**config.mk**
```make
export PLATFORM = sky130hd
export DESIGN_NAME = cmpc_control_regs
export DESIGN_NICKNAME = d
export VERILOG_FILES = /design/src/logic/cmpc_pkg.sv /design/src/logic/cmpc_control_regs.sv
export SDC_FILE = /design/constraint.sdc
export NUM_CORES = 1
export LEC_CHECK = 0
export ABC_AREA = 1
export BUFFER_PORTS_ARGS = -buffer_cell sky130_fd_sc_hd__buf_2
export CORE_MARGIN = 8
export CORE_UTILIZATION = 47
export DETAILED_ROUTE_END_ITERATION = 7
export PLACE_DENSITY = 0.85
export SLEW_MARGIN = 20
export SYNTH_ARGS = -nofsm -noshare
export SYNTH_HDL_FRONTEND = slang
export SYNTH_SLANG_ARGS = --single-unit
```
**constraint.sdc**
```tcl
create_clock -name clock -period 3.3 [get_ports clock]
set_input_delay 0.66 -clock clock [delete_from_list [all_inputs] [get_ports clock]]
set_output_delay 0.66 -clock clock [all_outputs]
set_load 0.02 [all_outputs]
```
**src/logic/cmpc_pkg.sv**
```systemverilog
package cmpc_pkg;

   // Register word offsets (byte addresses on the 32-bit bus).
   localparam logic [3:0] CMPC_OFS_CONTROL_1    = 4'h0;
   localparam logic [3:0] CMPC_OFS_CONTROL_2    = 4'h4;
   localparam logic [3:0] CMPC_OFS_PIN_DISABLE  = 4'h8;
   localparam logic [3:0] CMPC_OFS_IRQ_CONTROL  = 4'hC;

   localparam int CMPC_ADDR_W = 4;

   // Field positions of comparator_control_1.
   localparam int CMPC_C1_SWAP   = 7;
   localparam int CMPC_C1_RSEL   = 6;
   localparam int CMPC_C1_REF_HI = 5;
   localparam int CMPC_C1_REF_LO = 4;
   localparam int CMPC_C1_POWER  = 3;
   localparam int CMPC_C1_EDGE   = 2;
   localparam int CMPC_C1_IRQEN  = 1;
   localparam int CMPC_C1_FLAG   = 0;

   // Field positions of comparator_control_2.
   localparam int CMPC_C2_PIN_B  = 3;
   localparam int CMPC_C2_PIN_A  = 2;
   localparam int CMPC_C2_FILT   = 1;
   localparam int CMPC_C2_RESULT = 0;

   // Field positions of the interrupt control word.
   localparam int CMPC_IC_GIE    = 0;
   localparam int CMPC_IC_ACK    = 1;

   localparam logic [7:0] CMPC_RESET_BYTE = 8'h00;
   localparam logic [7:0] CMPC_C2_RW_MASK = 8'h0E;
   localparam logic [31:0] CMPC_READ_ZERO = 32'h0000_0000;

   typedef enum logic [1:0]
   {
      CMPC_REF_OFF,
      CMPC_REF_QUARTER,
      CMPC_REF_HALF,
      CMPC_REF_DIODE
   } cmpc_ref_level_t;

   typedef struct packed
   {
      logic            comparatorPowerEnable;
      logic            swapInputs;
      logic            refToPlus;
      logic            refToMinus;
      cmpc_ref_level_t referenceLevel;
      logic            pinToInputA;
      logic            pinToInputB;
      logic            outputFilterEnable;
      logic [7:0]      pinBufferDisable;
   } cmpc_analog_ctl_t;

endpackage

```
**src/logic/cmpc_control_regs.sv**
```systemverilog
// Behaviour
// - Bit 7 of control 1 swaps comparator inputs and inverts the output.
// - Bit 6 picks reference terminal: 0 plus, 1 minus; swap reverses it.
// - Bits 5-4 choose reference: off, quarter supply, half supply, diode.
// - Bit 3 powers the comparator; reference is enabled independently.
// - Bit 2 chooses flag edge: 0 rising, 1 falling.
// - Bit 1 enables the comparator interrupt request.
// - Bit 0 of control 1 is the pending interrupt flag.
// - Control 1 resets to zero and is fully readable and writable.
// - Control 2 bit 3 connects its pin to comparator input b.
// - Control 2 bit 2 connects its pin to comparator input a.
// - Control 2 bit 1 routes the output through the RC filter.
// - Control 2 bit 0 reads the comparator output; writes ignored.
// - Control 2 bits 7-4 unused; writable bits and output reset to zero.
// - Buffer-disable bit n set disables port pin n input buffer.
// - Output is forced low while the comparator is powered off.
// - Flag sets on chosen edge; request needs local and global enables.
// - Flag clears when the request is serviced or by software write.
module cmpc_control_regs
   import cmpc_pkg::*;
#(
   parameter int PIN_COUNT = 8
)
(
   input  wire logic                   clock,
   input  wire logic                   arst_n,
   input  wire logic                   wb_cyc_i,
   input  wire logic                   wb_stb_i,
   input  wire logic                   wb_we_i,
   input  wire logic [CMPC_ADDR_W-1:0] wb_adr_i,
   input  wire logic [3:0]             wb_sel_i,
   input  wire logic [31:0]            wb_dat_i,
   output logic      [31:0]            wb_dat_o,
   output logic                        wb_ack_o,
   input  wire logic                   comparatorRaw,
   output cmpc_analog_ctl_t            analogCtl,
   output logic                        irqRequest
);

   // The buffer-disable register is one byte, so only eight pins can be served.
   if (PIN_COUNT != 8)
      $error("cmpc_control_regs: buffer-disable register is eight bits wide");

   ////////////////////////////////////////////////////////////////////////////
   // Bus decode. Answer comes one cycle after the request; ack drops next.

   logic       access;
   logic       writeHit;
   logic       laneWrite;
   logic [7:0] control1;
   logic [7:0] control2;
   logic [7:0] pinDisable;
   logic       globalIrqEnable;
   logic       syncStage;
   logic       syncOut;
   logic       syncLast;
   logic       compResult;
   logic       edgeSeen;
   logic       serviceAck;

   assign access    = wb_cyc_i && wb_stb_i && !wb_ack_o;
   assign writeHit  = access && wb_we_i;
   assign laneWrite = writeHit && wb_sel_i[0];

   always_ff @(posedge clock or negedge arst_n)
   begin
      if (!arst_n)
         wb_ack_o <= 1'b0;
      else
         wb_ack_o <= access;
   end

   ////////////////////////////////////////////////////////////////////////////
   // Comparator output synchroniser and edge detection.

   always_ff @(posedge clock or negedge arst_n)
   begin
      if (!arst_n)
      begin
         syncStage <= 1'b0;
         syncOut   <= 1'b0;
         syncLast  <= 1'b0;
      end
      else
      begin
         syncStage <= comparatorRaw;
         syncOut   <= syncStage;
         syncLast  <= compResult;
      end
   end

   // The analog core keeps its output level when unpowered, so the gating forces
   // it low here and also masks the synchroniser tail right after power-off.
   assign compResult = control1[CMPC_C1_POWER]
                     & (syncOut ^ control1[CMPC_C1_SWAP]);

   assign edgeSeen = control1[CMPC_C1_EDGE]
                   ? (syncLast && !compResult)
                   : (!syncLast && compResult);

   assign serviceAck = writeHit && (wb_adr_i == CMPC_OFS_IRQ_CONTROL)
                     && wb_sel_i[0] && wb_dat_i[CMPC_IC_ACK];

   ////////////////////////////////////////////////////////////////////////////
   // Control register 1. A detected edge wins over a clear in the same cycle.

   always_ff @(posedge clock or negedge arst_n)
   begin
      if (!arst_n)
         control1 <= CMPC_RESET_BYTE;
      else
      begin
         if (laneWrite && (wb_adr_i == CMPC_OFS_CONTROL_1))
            control1 <= wb_dat_i[7:0];
         else if (serviceAck)
            control1[CMPC_C1_FLAG] <= 1'b0;
         if (edgeSeen)
            control1[CMPC_C1_FLAG] <= 1'b1;
      end
   end

   ////////////////////////////////////////////////////////////////////////////
   // Control register 2, buffer disables and global enable.

   always_ff @(posedge clock or negedge arst_n)
   begin
      if (!arst_n)
         control2 <= CMPC_RESET_BYTE;
      else if (laneWrite && (wb_adr_i == CMPC_OFS_CONTROL_2))
         control2 <= wb_dat_i[7:0] & CMPC_C2_RW_MASK;
   end

   always_ff @(posedge clock or negedge arst_n)
   begin
      if (!arst_n)
         pinDisable <= CMPC_RESET_BYTE;
      else if (laneWrite && (wb_adr_i == CMPC_OFS_PIN_DISABLE))
         pinDisable <= wb_dat_i[7:0];
   end

   always_ff @(posedge clock or negedge arst_n)
   begin
      if (!arst_n)
         globalIrqEnable <= 1'b0;
      else if (laneWrite && (wb_adr_i == CMPC_OFS_IRQ_CONTROL))
         globalIrqEnable <= wb_dat_i[CMPC_IC_GIE];
   end

   ////////////////////////////////////////////////////////////////////////////
   // Read data, registered with the ack. Unmapped words read zero.

   always_ff @(posedge clock or negedge arst_n)
   begin
      if (!arst_n)
         wb_dat_o <= CMPC_READ_ZERO;
      else if (access && !wb_we_i)
      begin
         wb_dat_o <= CMPC_READ_ZERO;
         case (wb_adr_i)
            CMPC_OFS_CONTROL_1:   wb_dat_o[7:0] <= control1;
            CMPC_OFS_CONTROL_2:   wb_dat_o[7:0] <= {control2[7:1], compResult};
            CMPC_OFS_PIN_DISABLE: wb_dat_o[7:0] <= pinDisable;
            CMPC_OFS_IRQ_CONTROL: wb_dat_o[CMPC_IC_GIE] <= globalIrqEnable;
            default:              wb_dat_o <= CMPC_READ_ZERO;
         endcase
      end
   end

   ////////////////////////////////////////////////////////////////////////////
   // Analog controls and interrupt request.

   always_comb
   begin
      analogCtl.comparatorPowerEnable = control1[CMPC_C1_POWER];
      analogCtl.swapInputs            = control1[CMPC_C1_SWAP];
      analogCtl.refToPlus  = control1[CMPC_C1_RSEL] == control1[CMPC_C1_SWAP];
      analogCtl.refToMinus = control1[CMPC_C1_RSEL] != control1[CMPC_C1_SWAP];
      analogCtl.referenceLevel = cmpc_ref_level_t'(
         control1[CMPC_C1_REF_HI:CMPC_C1_REF_LO]);
      analogCtl.pinToInputA        = control2[CMPC_C2_PIN_A];
      analogCtl.pinToInputB        = control2[CMPC_C2_PIN_B];
      analogCtl.outputFilterEnable = control2[CMPC_C2_FILT];
      analogCtl.pinBufferDisable   = pinDisable;
   end

   assign irqRequest = control1[CMPC_C1_FLAG] && control1[CMPC_C1_IRQEN]
                     && globalIrqEnable;

endmodule // cmpc_control_regs

```
==> impl_results.md, run 1 <==
* Outcome: finished, final reports clean
* Actual slew at the worst max-slew pin at 0.776 ns
* CP Data Required Time at 2.64 ns
* Leak at roughly 1.1 nW
* Port bufs at 45
* # clock sinks at 32
* Max_cap viols at 0
* Reg-to-reg setup timing slack at 1.78 ns
* Fmax at 530 MHz
* Critical path fanouts, max at 6
* Sequential fraction of the synthesis area at 46.6%
* Critical Path Stages at 3
* Cell variety after synth at 23
* Row count at 22
* Max incr delay on CP at approximately 0.46 ns
* Power Total at 0.000822 W
* Setup violations, final at 0
* Syn. warnings at 0
* Clock Skews at 0.00592 ns
* Worst-case clock buffer depth at 2
* I/O pins at 97
* Crit Path Category: flip-flop to primary output
* CP Buf/Inv Count at 2
* Via density at 4.46
* Avg Inst Size Synth at 8.22 sq um
* Most frequent cells in the layout: 69 x nand2_1, 45 x buf_2, 32 x dfrtp_1, 24 x conb_1, 20 x inv_1
* Reg2reg end: pinDisable[6]
* Post-layout minimum cycle time at roughly 1.9 ns
* Root Driver: clkbuf_4
* Worst slew margin at 48.3%
* Global route overflow at 0
* RSZ-0062 raised after global routing: no
* FILL cells at roughly 370
* Drt wl/cell at 12.4 um
* DRT iter0 DRCs at 105
* Pwr per Cell Area at 432 nW/um^2
* Slowest stage cell, crit path: dfrtp_1
* Synth Register Bits at 32
* Tightest hold margin at 0.354 ns
* Share of cells above drive strength 1 at between 20% and 30%
* Reg2reg start: wb_ack_o
* Vias in the first global route at 1362
* Diode count at 0
* CP endpoint kind: primary output
* Largest net degree at the start of global routing at 33
* Detailed-route DRC error count at 0
* Commonest non-fill, non-tap cell in the layout: nand2_1
* Post-Syn Area at 1720 sq um
* Hold_buf cts at 0
* Post-CTS Setup Inserts at 0
* Cells on worst reg2reg path at 5
* GRT Max-Usage Layer: met2
* Initial Utilization at 48.0%
* Worst vdd ir at 237 uV
* Period utilization at 57.2%
* Vias at 1342
* Final nets at slightly below 300
* Worst setup path startpoint: control1[7]
* Critical Path Start Type: flip-flop
* Met2 Use GR at 20.5%
* Full die area at a little under 6000 sq um
* 1st-pass router iterations at 4
* Resize count post-CTS at 0
* Mapped Cells at 209
* HPWL after DPL at 2900 um
* H-tree Lvls at 2
* Final ANT Viol Nets at 0
* TritonCTS clock tree: done
* Final Max Tran Viols at 0
* CP cell instances: xnor2_1, inv_1, buf_2
* Largest delay share family, worst path: flip-flops
* Gpl congestion at approximately 0.92
* Core ar. at 3580 sq um
* Die X at 76.5 um
* Hold Fails Final Rpt at 0
* Initial antenna violation count at 0
* DRT Wirelength at 3750 um
* Layout Utilization at 53.1%
* DIE HEIGHT at around 76 um
* Worst EP arrival at 1.23 ns
* Setup TNS at 0 ns
* Area delta synth->final at 10.6%
* Met3 Use GR at 5.42%
* Clk Latency, worst-skew pair at 0.34 ns
* TritonCTS Buffers at 5
* Met1 Resource Use GR at 15.8%
* GRT Util Overall at 13.3%
* First-pass GRT wire length at ~6400 um
* Clk slew on worst S/H paths at 0.10 ns
* Worst Hold Class: input pin to asynchronous set/reset pin
logic make-up (layout without fill, tap and decap cells):
kind of cell              count (synthesis)  in the layout  synth area share (%)
AOI/OAI and AO/OA                        25             25                  9.18
xor gates and xnor gates                  1              1                 0.510
buffers and inverters                    54             75                  19.4
DFF                                      32             32                  46.6
other                                     1             24                 0.218
and+or+nand+nor                          96             96                  24.0
registers in the layout (all words and copies together), names as in the netlist:
name             flops
syncLast             1
pinDisable           8
syncStage            1
control2             3
wb_ack_o             1
wb_dat_o             8
syncOut              1
control1             8
globalIrqEnable      1
report_power, final:
part,internal (W),leakage (nW),total (W),switching (W)
sequential,0.000419,0.433,0.000441,0.0000218
combinational,0.0000416,0.643,0.000144,0.000102
clock,0.000104,0.0315,0.000238,0.000133
total,0.000565,1.11,0.000822,0.000257
metal layers:
metal | routed length [um] | vias to the layer above
met4 | 63 | 0
met2 | 1670 | 57
met3 | 296 | 7
met5 | 0 | -
li1 | - | 683
met1 | 1710 | 595
metrics by stage:
stage	instances	setup slack (ns)	area (sq um)
finish	301	1.41	1900
global route	301	1.36	1900
CTS	301	1.39	1900
detailed placement	293	1.27	1840
global placement	293	1.29	1840
floorplan	232	1.58	1800
worst register-to-register path, cell delays in order, from the launching register on:
cell and delay (ns):
dfrtp_1 0.39, nor2_1 0.15, nand2_1 0.09, or2_1 0.50, nand2_1 0.19, o21ai_2 0.07
cells in the mapped netlist:
library cell	count	area, sq um
and3_1	1	6.26
buf_12	1	20.0
buf_2	2	10.0
buf_4	28	210
buf_6	1	11.3
clkinv_1	1	3.75
conb_1	1	3.75
dfrtp_1	32	801
inv_1	20	75.1
inv_2	1	3.75
nand2_1	69	259
nand2_2	2	12.5
nand3_1	6	30.0
nand3_2	1	10.0
nand3b_1	1	7.51
nand4_1	4	25.0
nor2_1	9	33.8
nor2_4	2	22.5
o21ai_0	16	80.1
o21ai_2	8	70.1
o21bai_1	1	7.51
or2_1	1	6.26
xnor2_1	1	8.76
how the worst max path moves through the flow:
| stage | endpoint | slack (ns) |
|---|---|---|
| 2_1_floorplan | analogCtl[13] | 1.58 |
| 4_1_cts | analogCtl[14] | 1.39 |
| 3_5_place_dp | pinDisable[6] | 1.27 |
| 5_1_grt | analogCtl[13] | 1.36 |
| 6_report | analogCtl[13] | 1.41 |
| 3_3_place_gp | pinDisable[5] | 1.29 |
final cells by class:
cell class | count | area, sq um | share of cell area (%)
Inverter | 22 | 82.6 | 4.34
Sequential cell | 32 | 801 | 42.1
Multi-Input combinational cell | 146 | 669 | 35.2
Tap cell | 48 | 60.1 | 3.16
Timing Repair Buffer | 45 | 225 | 11.8
Clock inverter | 1 | 7.51 | 0.395
Clock buffer | 7 | 55.1 | 2.90
No activity file was read; power rests on OpenSTA's default activity.
==> run 2: changes to the inputs <==
--- a/config.mk
+++ b/config.mk
@@ -8,9 +8,9 @@
 export ABC_AREA = 1
 export BUFFER_PORTS_ARGS = -buffer_cell sky130_fd_sc_hd__buf_2
 export CORE_MARGIN = 8
-export CORE_UTILIZATION = 47
+export CORE_UTILIZATION = 44
 export DETAILED_ROUTE_END_ITERATION = 7
-export PLACE_DENSITY = 0.85
+export PLACE_DENSITY = 0.8
 export SLEW_MARGIN = 20
 export SYNTH_ARGS = -nofsm -noshare
 export SYNTH_HDL_FRONTEND = slang
==> constraint.sdc (replaced) <==
create_clock -name clock -period 1.9 [get_ports clock]
set_input_delay 0.38 -clock clock [delete_from_list [all_inputs] [get_ports clock]]
set_output_delay 0.38 -clock clock [all_outputs]
set_load 0.02 [all_outputs]
==> run 2 against run 1 <==
- clock skew down 0.00081 ns
- design area up 2.4%
- critical path depth unchanged
- register-to-register slack worse by 1.3 ns
- count of clock-buffer cells in the layout unchanged
- sequential share of layout area down 1.0 points
- cell count up 0.66%
- clock power up 130%
- combinational power up 76%
- sequential cell count unchanged
- largest cell class unchanged
==> impl_results.md, run 2 (synthesis gave the netlist of run 1 again) <==
* Fin cells at 303 (+0.66%)
* Slowest stage cell, crit path: dfrtp_1
* 1st-pass router iterations at 4 (unchanged)
* # clock sinks at 32 (unchanged)
* Final ANT Viol Nets at 0 (unchanged)
* Post-CTS Setup Inserts at 0 (unchanged)
* Most frequent cells in the layout: 69 x nand2_1, 45 x buf_2, 32 x dfrtp_1, 24 x conb_1, 20 x inv_1
* GRT Util Overall at 12.9% (-0.44 points)
* Full die area at 6160 sq um (+5.4%)
* Pwr per Cell Area at 800 nW/um^2 (+85%)
* Clk Latency, worst-skew pair at 0.28 ns (-0.06 ns)
* Area of the multi-input gates at 669 sq um (unchanged)
* Crit Path Category: flip-flop to primary output
* I/O pins at 97 (unchanged)
* Critical path fanouts, max at 6 (unchanged)
* Largest net degree at the start of global routing at 33 (unchanged)
* Commonest non-fill, non-tap cell in the layout: nand2_1
* Post-layout minimum cycle time at 1.56 ns
* Worst EP arrival at 1.18 ns (-0.05 ns)
* Register area at 801 sq um (unchanged)
* Clock Skews at 0.00510 ns (-0.000813 ns)
* Area delta synth->final at 13.3%
* Critical Path Start Type: flip-flop
* Actual slew at the worst max-slew pin at 0.699 ns (-0.0772 ns)
* Initial Utilization at 46.2% (-1.8 points)
* DRT iter0 DRCs at 71 (-32%)
* CP cell instances: xnor2_1, inv_1, buf_2
* Port bufs at 45 (unchanged)
* Leak at 1.13 nW (+2.0%)
* Drt wl/cell at 12.5 um (+0.16%)
* CP Data Required Time at 1.52 ns (-1.12 ns)
* Clk slew on worst S/H paths at 0.07 ns (-0.03 ns)
* TritonCTS clock tree: done
* Setup violations, final at 0 (unchanged)
* Detailed-route DRC error count at 0 (unchanged)
* Fmax at 642 MHz
* Setup TNS at 0 ns (unchanged)
* Worst vdd ir at 457 uV (+93%)
* Global route overflow at 0 (unchanged)
* Placed Cells incl. Taps at 295 (+0.68%)
* Worst slew margin at 53.4% (+5.1 points)
* Outcome: finished, final reports clean
* Hold Fails Final Rpt at 0 (unchanged)
* Hold_buf cts at 0 (unchanged)
* Worst setup path startpoint: control1[7]
* Routed wl met3 at 358 um (+21%)
* Share of cells above drive strength 1 at 26.7% (+0.58 points)
* Final nets at 300 (+0.67%)
* Max_cap viols at 0 (unchanged)
* DIE HEIGHT at 78.5 um (+2.7%)
* Metal-1 WL at 1720 um (+0.70%)
* Row count at 22 (unchanged)
* Diode count at 0 (unchanged)
* Final Max Tran Viols at 0 (unchanged)
* RSZ-0062 raised after global routing: no
* Initial antenna violation count at 0 (unchanged)
* Period utilization at 82.0%
* DR top layer: met4
* Vias at 1356 (+1.0%)
* Worst-case clock buffer depth at 2 (unchanged)
* Root Driver: clkbuf_8
* Power Total at 0.00156 W (+89%)
* Via density at 4.48 (+0.38%)
* FILL cells at 394 (+5.6%)
* Reg2reg start: wb_ack_o
* First-pass GRT wire length at 6460 um (+0.33%)
* CP endpoint kind: primary output
* Met2 routed WL at 1630 um (-2.9%)
* Resize count post-CTS at 0 (unchanged)
* Largest registers: control1 x8, pinDisable x8, wb_dat_o x8
* TritonCTS Buffers at 5 (unchanged)
* Core ar. at 3720 sq um (+3.8%)
* HPWL after DPL at 2970 um (+2.4%)
* Worst Hold Class: input pin to asynchronous set/reset pin
* Gpl congestion at 0.932 (+1.2%)
* Max incr delay on CP at 0.46 ns (about the same)
* H-tree Lvls at 2 (unchanged)
* DRT Wirelength at 3780 um (+0.83%)
* Vias in the first global route at 1391 (+2.1%)
* Die X at 78.5 um (+2.7%)
run 2: changes by cell type in the layout (fill, tap and decap cells not counted):
cell	previous run	this run
clkbuf_4	5	0
clkbuf_8	1	6
buf_4	0	2
run 2: routing by layer:
layer,track usage (%),vias up
met3,4.33,7
met1,16.5,600
li1,-,687
met2,19.5,62
met4,5.19,0
met5,0,-
run 2: layout make-up:
class / instances / share of cell area, %
repair buffers: 47 / 12.3
well taps: 48 / 3.08
inverters: 22 / 4.24
flip-flops and latches: 32 / 41.1
clock inverters: 1 / 0.386
clock buffers: 7 / 4.43
multi-input cells: 146 / 34.4
run 2: critical path, delay by kind of cell, from the launching register on:
family	cells	cell delay, ns
buf+inv	2	0.21
flops	1	0.46
xor+xnor	1	0.23
run 2: worst paths after layout:
path / endpoint / slack [ns] / cells past startpoint
max: analogCtl[13] / 0.34 / 3
min: wb_dat_o[4] / 0.14 / 1
max reg2reg: control1[1] / 0.47 / 5
min reg2reg: syncOut / 0.35 / 0
max in group asynchronous: syncLast / 1.30 / 1
min in group clock: syncStage / 0.20 / 1
run 2: power by group:
group / switching (W) / internal (W)
combinational: 0.000179 / 0.0000731
clock: 0.000243 / 0.000294
sequential: 0.0000396 / 0.000728
total: 0.000462 / 0.00110
run 2: metrics by stage:
stage / hold WS, ns / worst slack, ns / utilization, % / area, sq um
after floorplan: 0.0844 / 0.456 / - / 1800
after global placement: 0.333 / 0.370 / 49.9 / 1850
after detailed placement: 0.336 / 0.336 / 49.9 / 1850
after CTS: 0.161 / 0.319 / 52.4 / 1950
after global routing: 0.186 / 0.260 / 52.4 / 1950
final: 0.136 / 0.342 / 52.4 / 1950
